$ cat src/mrp_pkg.sv
package mrp_pkg;
  localparam int unsigned MRP_ADDR_W = 32;
  localparam int unsigned MRP_DATA_W = 32;
  // axi4-lite response codes
  localparam logic [1:0] MRP_RESP_OKAY   = 2'h0;
  localparam logic [1:0] MRP_RESP_SLVERR = 2'h2;
  // native port qualifier levels
  localparam logic MRP_QUAL_WRITE = 1'b0;
  localparam logic MRP_QUAL_READ  = 1'b1;
  // device-side register window
  localparam int unsigned MRP_REG_COUNT = 16;
  localparam int unsigned MRP_IDX_W     = 4;
  localparam int unsigned MRP_IDX_LSB   = 2;
  localparam logic [MRP_DATA_W-1:0] MRP_REG_RESET = 32'h0000_0000;
  localparam logic [MRP_DATA_W-1:0] MRP_FAULT_DATA = 32'h0000_0000;
endpackage

$ cat src/mrp_native_if.sv
`timescale 1ns/1ps
`default_nettype none
interface mrp_native_if;
  import mrp_pkg::*;
  logic                  host_select_strobe;
  logic                  host_read_not_write;
  logic [MRP_ADDR_W-1:0] host_register_address;
  logic [MRP_DATA_W-1:0] host_write_word;
  logic [MRP_DATA_W-1:0] device_read_word;
  logic                  read_done_strobe;
  logic                  write_done_strobe;
  logic                  request_fault_flag;
  modport host (
    output host_select_strobe, host_read_not_write, host_register_address, host_write_word,
    input  device_read_word, read_done_strobe, write_done_strobe, request_fault_flag
  );
  modport device (
    input  host_select_strobe, host_read_not_write, host_register_address, host_write_word,
    output device_read_word, read_done_strobe, write_done_strobe, request_fault_flag
  );
endinterface
`default_nettype wire

$ cat src/mrp_axil_bridge.sv
`timescale 1ns/1ps
`default_nettype none
module mrp_axil_bridge (
  input  wire logic                           clk_i,
  input  wire logic                           rst_b_i,
  input  wire logic [mrp_pkg::MRP_ADDR_W-1:0] s_axi_awaddr_i,
  input  wire logic                           s_axi_awvalid_i,
  output logic                                s_axi_awready_o,
  input  wire logic [mrp_pkg::MRP_DATA_W-1:0] s_axi_wdata_i,
  input  wire logic [3:0]                     s_axi_wstrb_i,
  input  wire logic                           s_axi_wvalid_i,
  output logic                                s_axi_wready_o,
  output logic [1:0]                          s_axi_bresp_o,
  output logic                                s_axi_bvalid_o,
  input  wire logic                           s_axi_bready_i,
  input  wire logic [mrp_pkg::MRP_ADDR_W-1:0] s_axi_araddr_i,
  input  wire logic                           s_axi_arvalid_i,
  output logic                                s_axi_arready_o,
  output logic [mrp_pkg::MRP_DATA_W-1:0]      s_axi_rdata_o,
  output logic [1:0]                          s_axi_rresp_o,
  output logic                                s_axi_rvalid_o,
  input  wire logic                           s_axi_rready_i,
  mrp_native_if.host                          nat
);
  import mrp_pkg::*;

  typedef enum logic [4:0] {
    ST_IDLE  = 5'h01,
    ST_WREQ  = 5'h02,
    ST_RREQ  = 5'h04,
    ST_BRESP = 5'h08,
    ST_RRESP = 5'h10
  } mrp_state_type;

  mrp_state_type         state_q;
  mrp_state_type         state_d;
  logic [MRP_ADDR_W-1:0] addr_q;
  logic [MRP_DATA_W-1:0] wdata_q;
  logic [MRP_DATA_W-1:0] rdata_q;
  logic [1:0]            resp_q;

  // reads win over writes when both arrive together; wstrb unused, native port is word wide
  wire idle     = (state_q == ST_IDLE);
  wire rd_take  = idle && s_axi_arvalid_i;
  wire wr_take  = idle && !s_axi_arvalid_i && s_axi_awvalid_i && s_axi_wvalid_i;
  wire wr_ack   = (state_q == ST_WREQ) && nat.write_done_strobe;
  wire rd_ack   = (state_q == ST_RREQ) && nat.read_done_strobe;
  wire [1:0] ack_resp = nat.request_fault_flag ? MRP_RESP_SLVERR : MRP_RESP_OKAY;

  assign s_axi_arready_o = rd_take;
  assign s_axi_awready_o = wr_take;
  assign s_axi_wready_o  = wr_take;
  assign s_axi_bvalid_o  = (state_q == ST_BRESP);
  assign s_axi_rvalid_o  = (state_q == ST_RRESP);
  assign s_axi_bresp_o   = resp_q;
  assign s_axi_rresp_o   = resp_q;
  assign s_axi_rdata_o   = rdata_q;

  assign nat.host_select_strobe    = (state_q == ST_WREQ) || (state_q == ST_RREQ);
  assign nat.host_read_not_write   = (state_q == ST_RREQ) ? MRP_QUAL_READ : MRP_QUAL_WRITE;
  assign nat.host_register_address = addr_q;
  assign nat.host_write_word       = wdata_q;

  always_comb begin
    state_d = state_q;
    case (state_q)
      ST_IDLE: begin
        if (rd_take) begin
          state_d = ST_RREQ;
        end else if (wr_take) begin
          state_d = ST_WREQ;
        end
      end
      ST_WREQ:  if (wr_ack) state_d = ST_BRESP;
      ST_RREQ:  if (rd_ack) state_d = ST_RRESP;
      ST_BRESP: if (s_axi_bready_i) state_d = ST_IDLE;
      ST_RRESP: if (s_axi_rready_i) state_d = ST_IDLE;
      default:  state_d = ST_IDLE;
    endcase
  end

  always_ff @(posedge clk_i or negedge rst_b_i) begin
    if (!rst_b_i) begin
      state_q <= ST_IDLE;
    end else begin
      state_q <= state_d;
    end
  end

  always_ff @(posedge clk_i or negedge rst_b_i) begin
    if (!rst_b_i) begin
      addr_q  <= '0;
      wdata_q <= '0;
    end else if (rd_take) begin
      addr_q  <= s_axi_araddr_i;
    end else if (wr_take) begin
      addr_q  <= s_axi_awaddr_i;
      wdata_q <= s_axi_wdata_i;
    end
  end

  always_ff @(posedge clk_i or negedge rst_b_i) begin
    if (!rst_b_i) begin
      rdata_q <= '0;
      resp_q  <= MRP_RESP_OKAY;
    end else if (rd_ack) begin
      rdata_q <= nat.device_read_word;
      resp_q  <= ack_resp;
    end else if (wr_ack) begin
      resp_q  <= ack_resp;
    end
  end
endmodule // mrp_axil_bridge
`default_nettype wire

$ cat src/flat_wrapper.sv
// flat-port wrapper written by rule: the top's interface ports become plain ports
module mrp_axil_bridge_flat import mrp_pkg::*;
  (clk_i, rst_b_i, s_axi_awaddr_i, s_axi_awvalid_i, s_axi_awready_o, s_axi_wdata_i, s_axi_wstrb_i, s_axi_wvalid_i, s_axi_wready_o, s_axi_bresp_o, s_axi_bvalid_o, s_axi_bready_i, s_axi_araddr_i, s_axi_arvalid_i, s_axi_arready_o, s_axi_rdata_o, s_axi_rresp_o, s_axi_rvalid_o, s_axi_rready_i, nat_host_select_strobe, nat_host_read_not_write, nat_host_register_address, nat_host_write_word, nat_device_read_word, nat_read_done_strobe, nat_write_done_strobe, nat_request_fault_flag);
  mrp_native_if nat_i ();
  input  wire logic clk_i;
  input  wire logic rst_b_i;
  input  wire logic [mrp_pkg::MRP_ADDR_W-1:0] s_axi_awaddr_i;
  input  wire logic s_axi_awvalid_i;
  output logic s_axi_awready_o;
  input  wire logic [mrp_pkg::MRP_DATA_W-1:0] s_axi_wdata_i;
  input  wire logic [3:0] s_axi_wstrb_i;
  input  wire logic s_axi_wvalid_i;
  output logic s_axi_wready_o;
  output logic [1:0] s_axi_bresp_o;
  output logic s_axi_bvalid_o;
  input  wire logic s_axi_bready_i;
  input  wire logic [mrp_pkg::MRP_ADDR_W-1:0] s_axi_araddr_i;
  input  wire logic s_axi_arvalid_i;
  output logic s_axi_arready_o;
  output logic [mrp_pkg::MRP_DATA_W-1:0] s_axi_rdata_o;
  output logic [1:0] s_axi_rresp_o;
  output logic s_axi_rvalid_o;
  input  wire logic s_axi_rready_i;
  output wire logic [$bits(nat_i.host_select_strobe)-1:0] nat_host_select_strobe;
  output wire logic [$bits(nat_i.host_read_not_write)-1:0] nat_host_read_not_write;
  output wire logic [$bits(nat_i.host_register_address)-1:0] nat_host_register_address;
  output wire logic [$bits(nat_i.host_write_word)-1:0] nat_host_write_word;
  input wire logic [$bits(nat_i.device_read_word)-1:0] nat_device_read_word;
  input wire logic [$bits(nat_i.read_done_strobe)-1:0] nat_read_done_strobe;
  input wire logic [$bits(nat_i.write_done_strobe)-1:0] nat_write_done_strobe;
  input wire logic [$bits(nat_i.request_fault_flag)-1:0] nat_request_fault_flag;
  assign nat_host_select_strobe = nat_i.host_select_strobe;
  assign nat_host_read_not_write = nat_i.host_read_not_write;
  assign nat_host_register_address = nat_i.host_register_address;
  assign nat_host_write_word = nat_i.host_write_word;
  assign nat_i.device_read_word = nat_device_read_word;
  assign nat_i.read_done_strobe = nat_read_done_strobe;
  assign nat_i.write_done_strobe = nat_write_done_strobe;
  assign nat_i.request_fault_flag = nat_request_fault_flag;
  mrp_axil_bridge u_core (.clk_i(clk_i), .rst_b_i(rst_b_i), .s_axi_awaddr_i(s_axi_awaddr_i), .s_axi_awvalid_i(s_axi_awvalid_i), .s_axi_awready_o(s_axi_awready_o), .s_axi_wdata_i(s_axi_wdata_i), .s_axi_wstrb_i(s_axi_wstrb_i), .s_axi_wvalid_i(s_axi_wvalid_i), .s_axi_wready_o(s_axi_wready_o), .s_axi_bresp_o(s_axi_bresp_o), .s_axi_bvalid_o(s_axi_bvalid_o), .s_axi_bready_i(s_axi_bready_i), .s_axi_araddr_i(s_axi_araddr_i), .s_axi_arvalid_i(s_axi_arvalid_i), .s_axi_arready_o(s_axi_arready_o), .s_axi_rdata_o(s_axi_rdata_o), .s_axi_rresp_o(s_axi_rresp_o), .s_axi_rvalid_o(s_axi_rvalid_o), .s_axi_rready_i(s_axi_rready_i), .nat(nat_i));
endmodule
$ cat config.mk
export PLATFORM = sky130hd
export DESIGN_NAME = mrp_axil_bridge_flat
export DESIGN_NICKNAME = d
export VERILOG_FILES = /design/src/mrp_pkg.sv /design/src/mrp_native_if.sv /design/src/mrp_axil_bridge.sv /design/src/flat_wrapper.sv
export SDC_FILE = /design/constraint.sdc
export NUM_CORES = 1
export LEC_CHECK = 0
export ABC_CLOCK_PERIOD_IN_PS = 2450
export CAP_MARGIN = 15
export CORE_MARGIN = 5
export CORE_UTILIZATION = 35
export DETAILED_ROUTE_END_ITERATION = 6
export DONT_BUFFER_PORTS = 1
export HOLD_SLACK_MARGIN = 0.12
export PLACE_DENSITY = 0.5
export SETUP_SLACK_MARGIN = 0.4
export SYNTH_ARGS = -nofsm -noshare
export SYNTH_HDL_FRONTEND = slang
export SYNTH_SLANG_ARGS = --single-unit
$ cat constraint.sdc
create_clock -name clk_i -period 2.45 [get_ports clk_i]
set_input_delay 0.49 -clock clk_i [delete_from_list [all_inputs] [get_ports clk_i]]
set_output_delay 0.49 -clock clk_i [all_outputs]
set_load 0.01 [all_outputs]
==> results.toml <==
[critical_path]
worst-r2r-setup-slack_ns = 0.40
cp-endpoint = "s_axi_wready_o"
setup.worst_path.class = "reg2out"
rr_startpoint = "u_core.state_q[4]$_DFFE_PN0P_"
cp_slowest_cell = "nor4_4"
crit_path_end_kind = "output port"
crit_start = "u_core.state_q[4]$_DFFE_PN0P_"
reg2regPathDepth = 6
start_kind = "flip-flop"
arrival_ns = 1.62
cp_cell_sequence = "or3_4, nor4_4"
worstPathMaxFanout = 3
slowest_delay_ns = 0.49
r2r_end = "u_core.nat.host_write_word[15]$_DFFE_PN0P_"
cp.required_ns = 1.96

[synth]
yosys.area.top_type = "dfrtp_1"
ys_top_cells_by_area = "dfrtp_1 (61%), mux2_2 (15%), nand2_1 (6.1%), a22oi_1 (5.8%), mux2_1 (2.2%)"
yosysMostFrequentCell = "dfrtp_1"
async_flop_share_pct = 100
ys_ff_latch = 102
synth_top_area_share_pct = 60.8
syn_avg_cell_area_um2 = 12.8
synth_common_cells = "dfrtp_1 (101), nand2_1 (68), mux2_2 (57), a22oi_1 (32), buf_4 (9)"
synth-edff-count = 0
netlist_instances = 325
yosysSeqAreaShare_pct = 61.4
synth.distinct_cells = 31
netlist_area_mm2 = 0.00416
ys_warn_count = 0
synthFlopType = "dfrtp_1"

[global_route]
grt.busiest_layer = "met2"
grt_pass1_vias = 2788
gr-usage-met1_pct = 15.6
grt_pass1_wl_um = 15600
grt_max_degree = 103
met2_usage_pct = 23.4
use_met3_pct = 7.20
grt.overflow.total = 0
antenna_found_initial = 0
track_usage_pct = 14.2

[power_and_ir_drop]
leakagePower_uw = 0.00226
ir_drop_uv = 512
p_per_area_mw_per_mm2 = 1330

[route]
drtIter0Drc = 123
dr.pass1.iters = 4
drt-total-wl_um = 11000
route.detailed.drc = 0
ant_nets = 0
dr_total_vias = 2644
wl_per_cell_um = 22.5
drt-vias-per-instance = 5.40

[floorplanning]
rows = 39
initial_core_util_pct = 36.1
die_y_um = 119
core_mm2 = 0.0115
ioPinCount = 249
die_w_um = 119
die-area_mm2 = 0.0142

[clock_tree]
cts_max_level = 3
clkSinkCount = 102
clkTransAtPathRegs_ns = 0.07
clockBufferDepth = 2
cts_buffers = 9
root_buffer = "clkbuf_16"
tritoncts = "built"
clock_latency_ns = 0.34

[cells_and_area]
design_area_mm2 = 0.00487
area_growth_pct = 17.3
drive_above_1_share_pct = 33.4
nets = 484
final_util_pct = 42.3
antenna_cells = 0
fillers = 1077

[sta]
worst_clock_skew_ns = 0.00426
max_freq_ghz = 0.475
finalSetupViolCount = 0
fin_crit_ns = 2.11
hold_violations = 101
worst_slack_ns = 0.344
rsz0062_at_grt = "yes"
whs_ns = -0.162
fin_setup_tns_ns = 0
drv_slew = 0
finalCritPeriodShare_pct = 85.9

[placed_design]
gp_congestion = 0.738
hpwl_um = 7510
port_buffers = 0
place_area_mm2 = 0.00431
post-place-ws_ns = 0.365

[run_status]
status = "finished with violations"
violations = "negative hold slack"

[flow_run]
drv_cap = 0

[worst_hold_path]
hp-class = "in2async"
-- layer usage --
layer / wire, um / vias to the layer above
li1: - / 1161
met1: 4030 / 1319
met2: 5600 / 150
met3: 1220 / 14
met4: 175 / 0
met5: 0 / -
-- worst min path at each step --
stage | slack [ns] | from | end
after floorplan | 0.19 | rst_b_i | u_core.nat.host_register_address[0]$_DFFE_PN0P_
after global placement | 0.20 | rst_b_i | u_core.nat.host_register_address[17]$_DFFE_PN0P_
after detailed placement | 0.20 | rst_b_i | u_core.nat.host_register_address[17]$_DFFE_PN0P_
after CTS | -0.18 | rst_b_i | u_core.nat.host_register_address[17]$_DFFE_PN0P_
after global routing | -0.19 | rst_b_i | u_core.nat.host_register_address[17]$_DFFE_PN0P_
final | -0.16 | rst_b_i | u_core.nat.host_register_address[17]$_DFFE_PN0P_
-- power breakdown --
group / leakage (uW) / internal [uW] / switching, uW
Clock: 0.000142 / 769 / 594
Sequential: 0.00125 / 2510 / 1010
Combinational: 0.000869 / 890 / 731
-- cell type report --
type                    instances  area (um^2)  area share [%]
clock inverters                 3         17.5           0.359
inverters                       1         3.75          0.0770
multi-input cells             202         1550            31.8
well taps                     143          179            3.67
clock buffers                  13          270            5.54
repair buffers                 26          298            6.11
flip-flops and latches        102         2550            52.4
-- logic make-up (layout without fill, tap and decap cells) --
| family | count (synthesis) | after routing | synth area share, % |
|---|---|---|---|
| buf+inv | 23 | 43 | 3.13 |
| mux | 65 | 65 | 17.6 |
| flops | 102 | 102 | 61.4 |
| xor+xnor | 1 | 1 | 0.211 |
| simple gates | 94 | 95 | 10.6 |
| other cells | 1 | 2 | 0.0902 |
| compound gates | 39 | 39 | 6.92 |
-- repair_timing --
action                     in CTS  in global routing
hold endpoints to repair      102                102
cloned                          0                  6
buffers inserted                3                  8
pin swaps                       2                  6
resized for setup               7                 14
setup endpoints to repair      19                 37
-- cells in the final DEF, fill, tap and decap left out, types with 3 or more instances in the layout --
cell	count
a22oi_1	32
mux2_4	6
clkbuf_16	13
clkbuf_8	3
o21ai_0	3
mux2_1	3
mux2_2	56
nand2_1	68
dfrtp_1	100
nor2_1	3
buf_4	18
-- state kept, by name (all words and copies together) (netlist names) --
signal / cells
u_core.s_axi_rdata_o: 32
u_core.nat.host_write_word: 32
u_core.nat.host_register_address: 32
u_core.s_axi_bresp_o: 1
u_core.state_q: 5
-- critical path: cells and delay by family, from the launching register on --
family           cells  cell delay, ns
flip-flops           1            0.38
AND/OR/NAND/NOR      2            0.90
-- per-stage QoR --
step	hold WS, ns	std cells	total power (uW)
finish	-0.162	490	6510
global route	-0.187	490	6970
CTS	-0.180	476	6450
detailed placement	0.197	457	5020
global placement	0.197	457	4960
floorplan	0.194	326	4530
No activity file was read; power rests on OpenSTA's default activity.
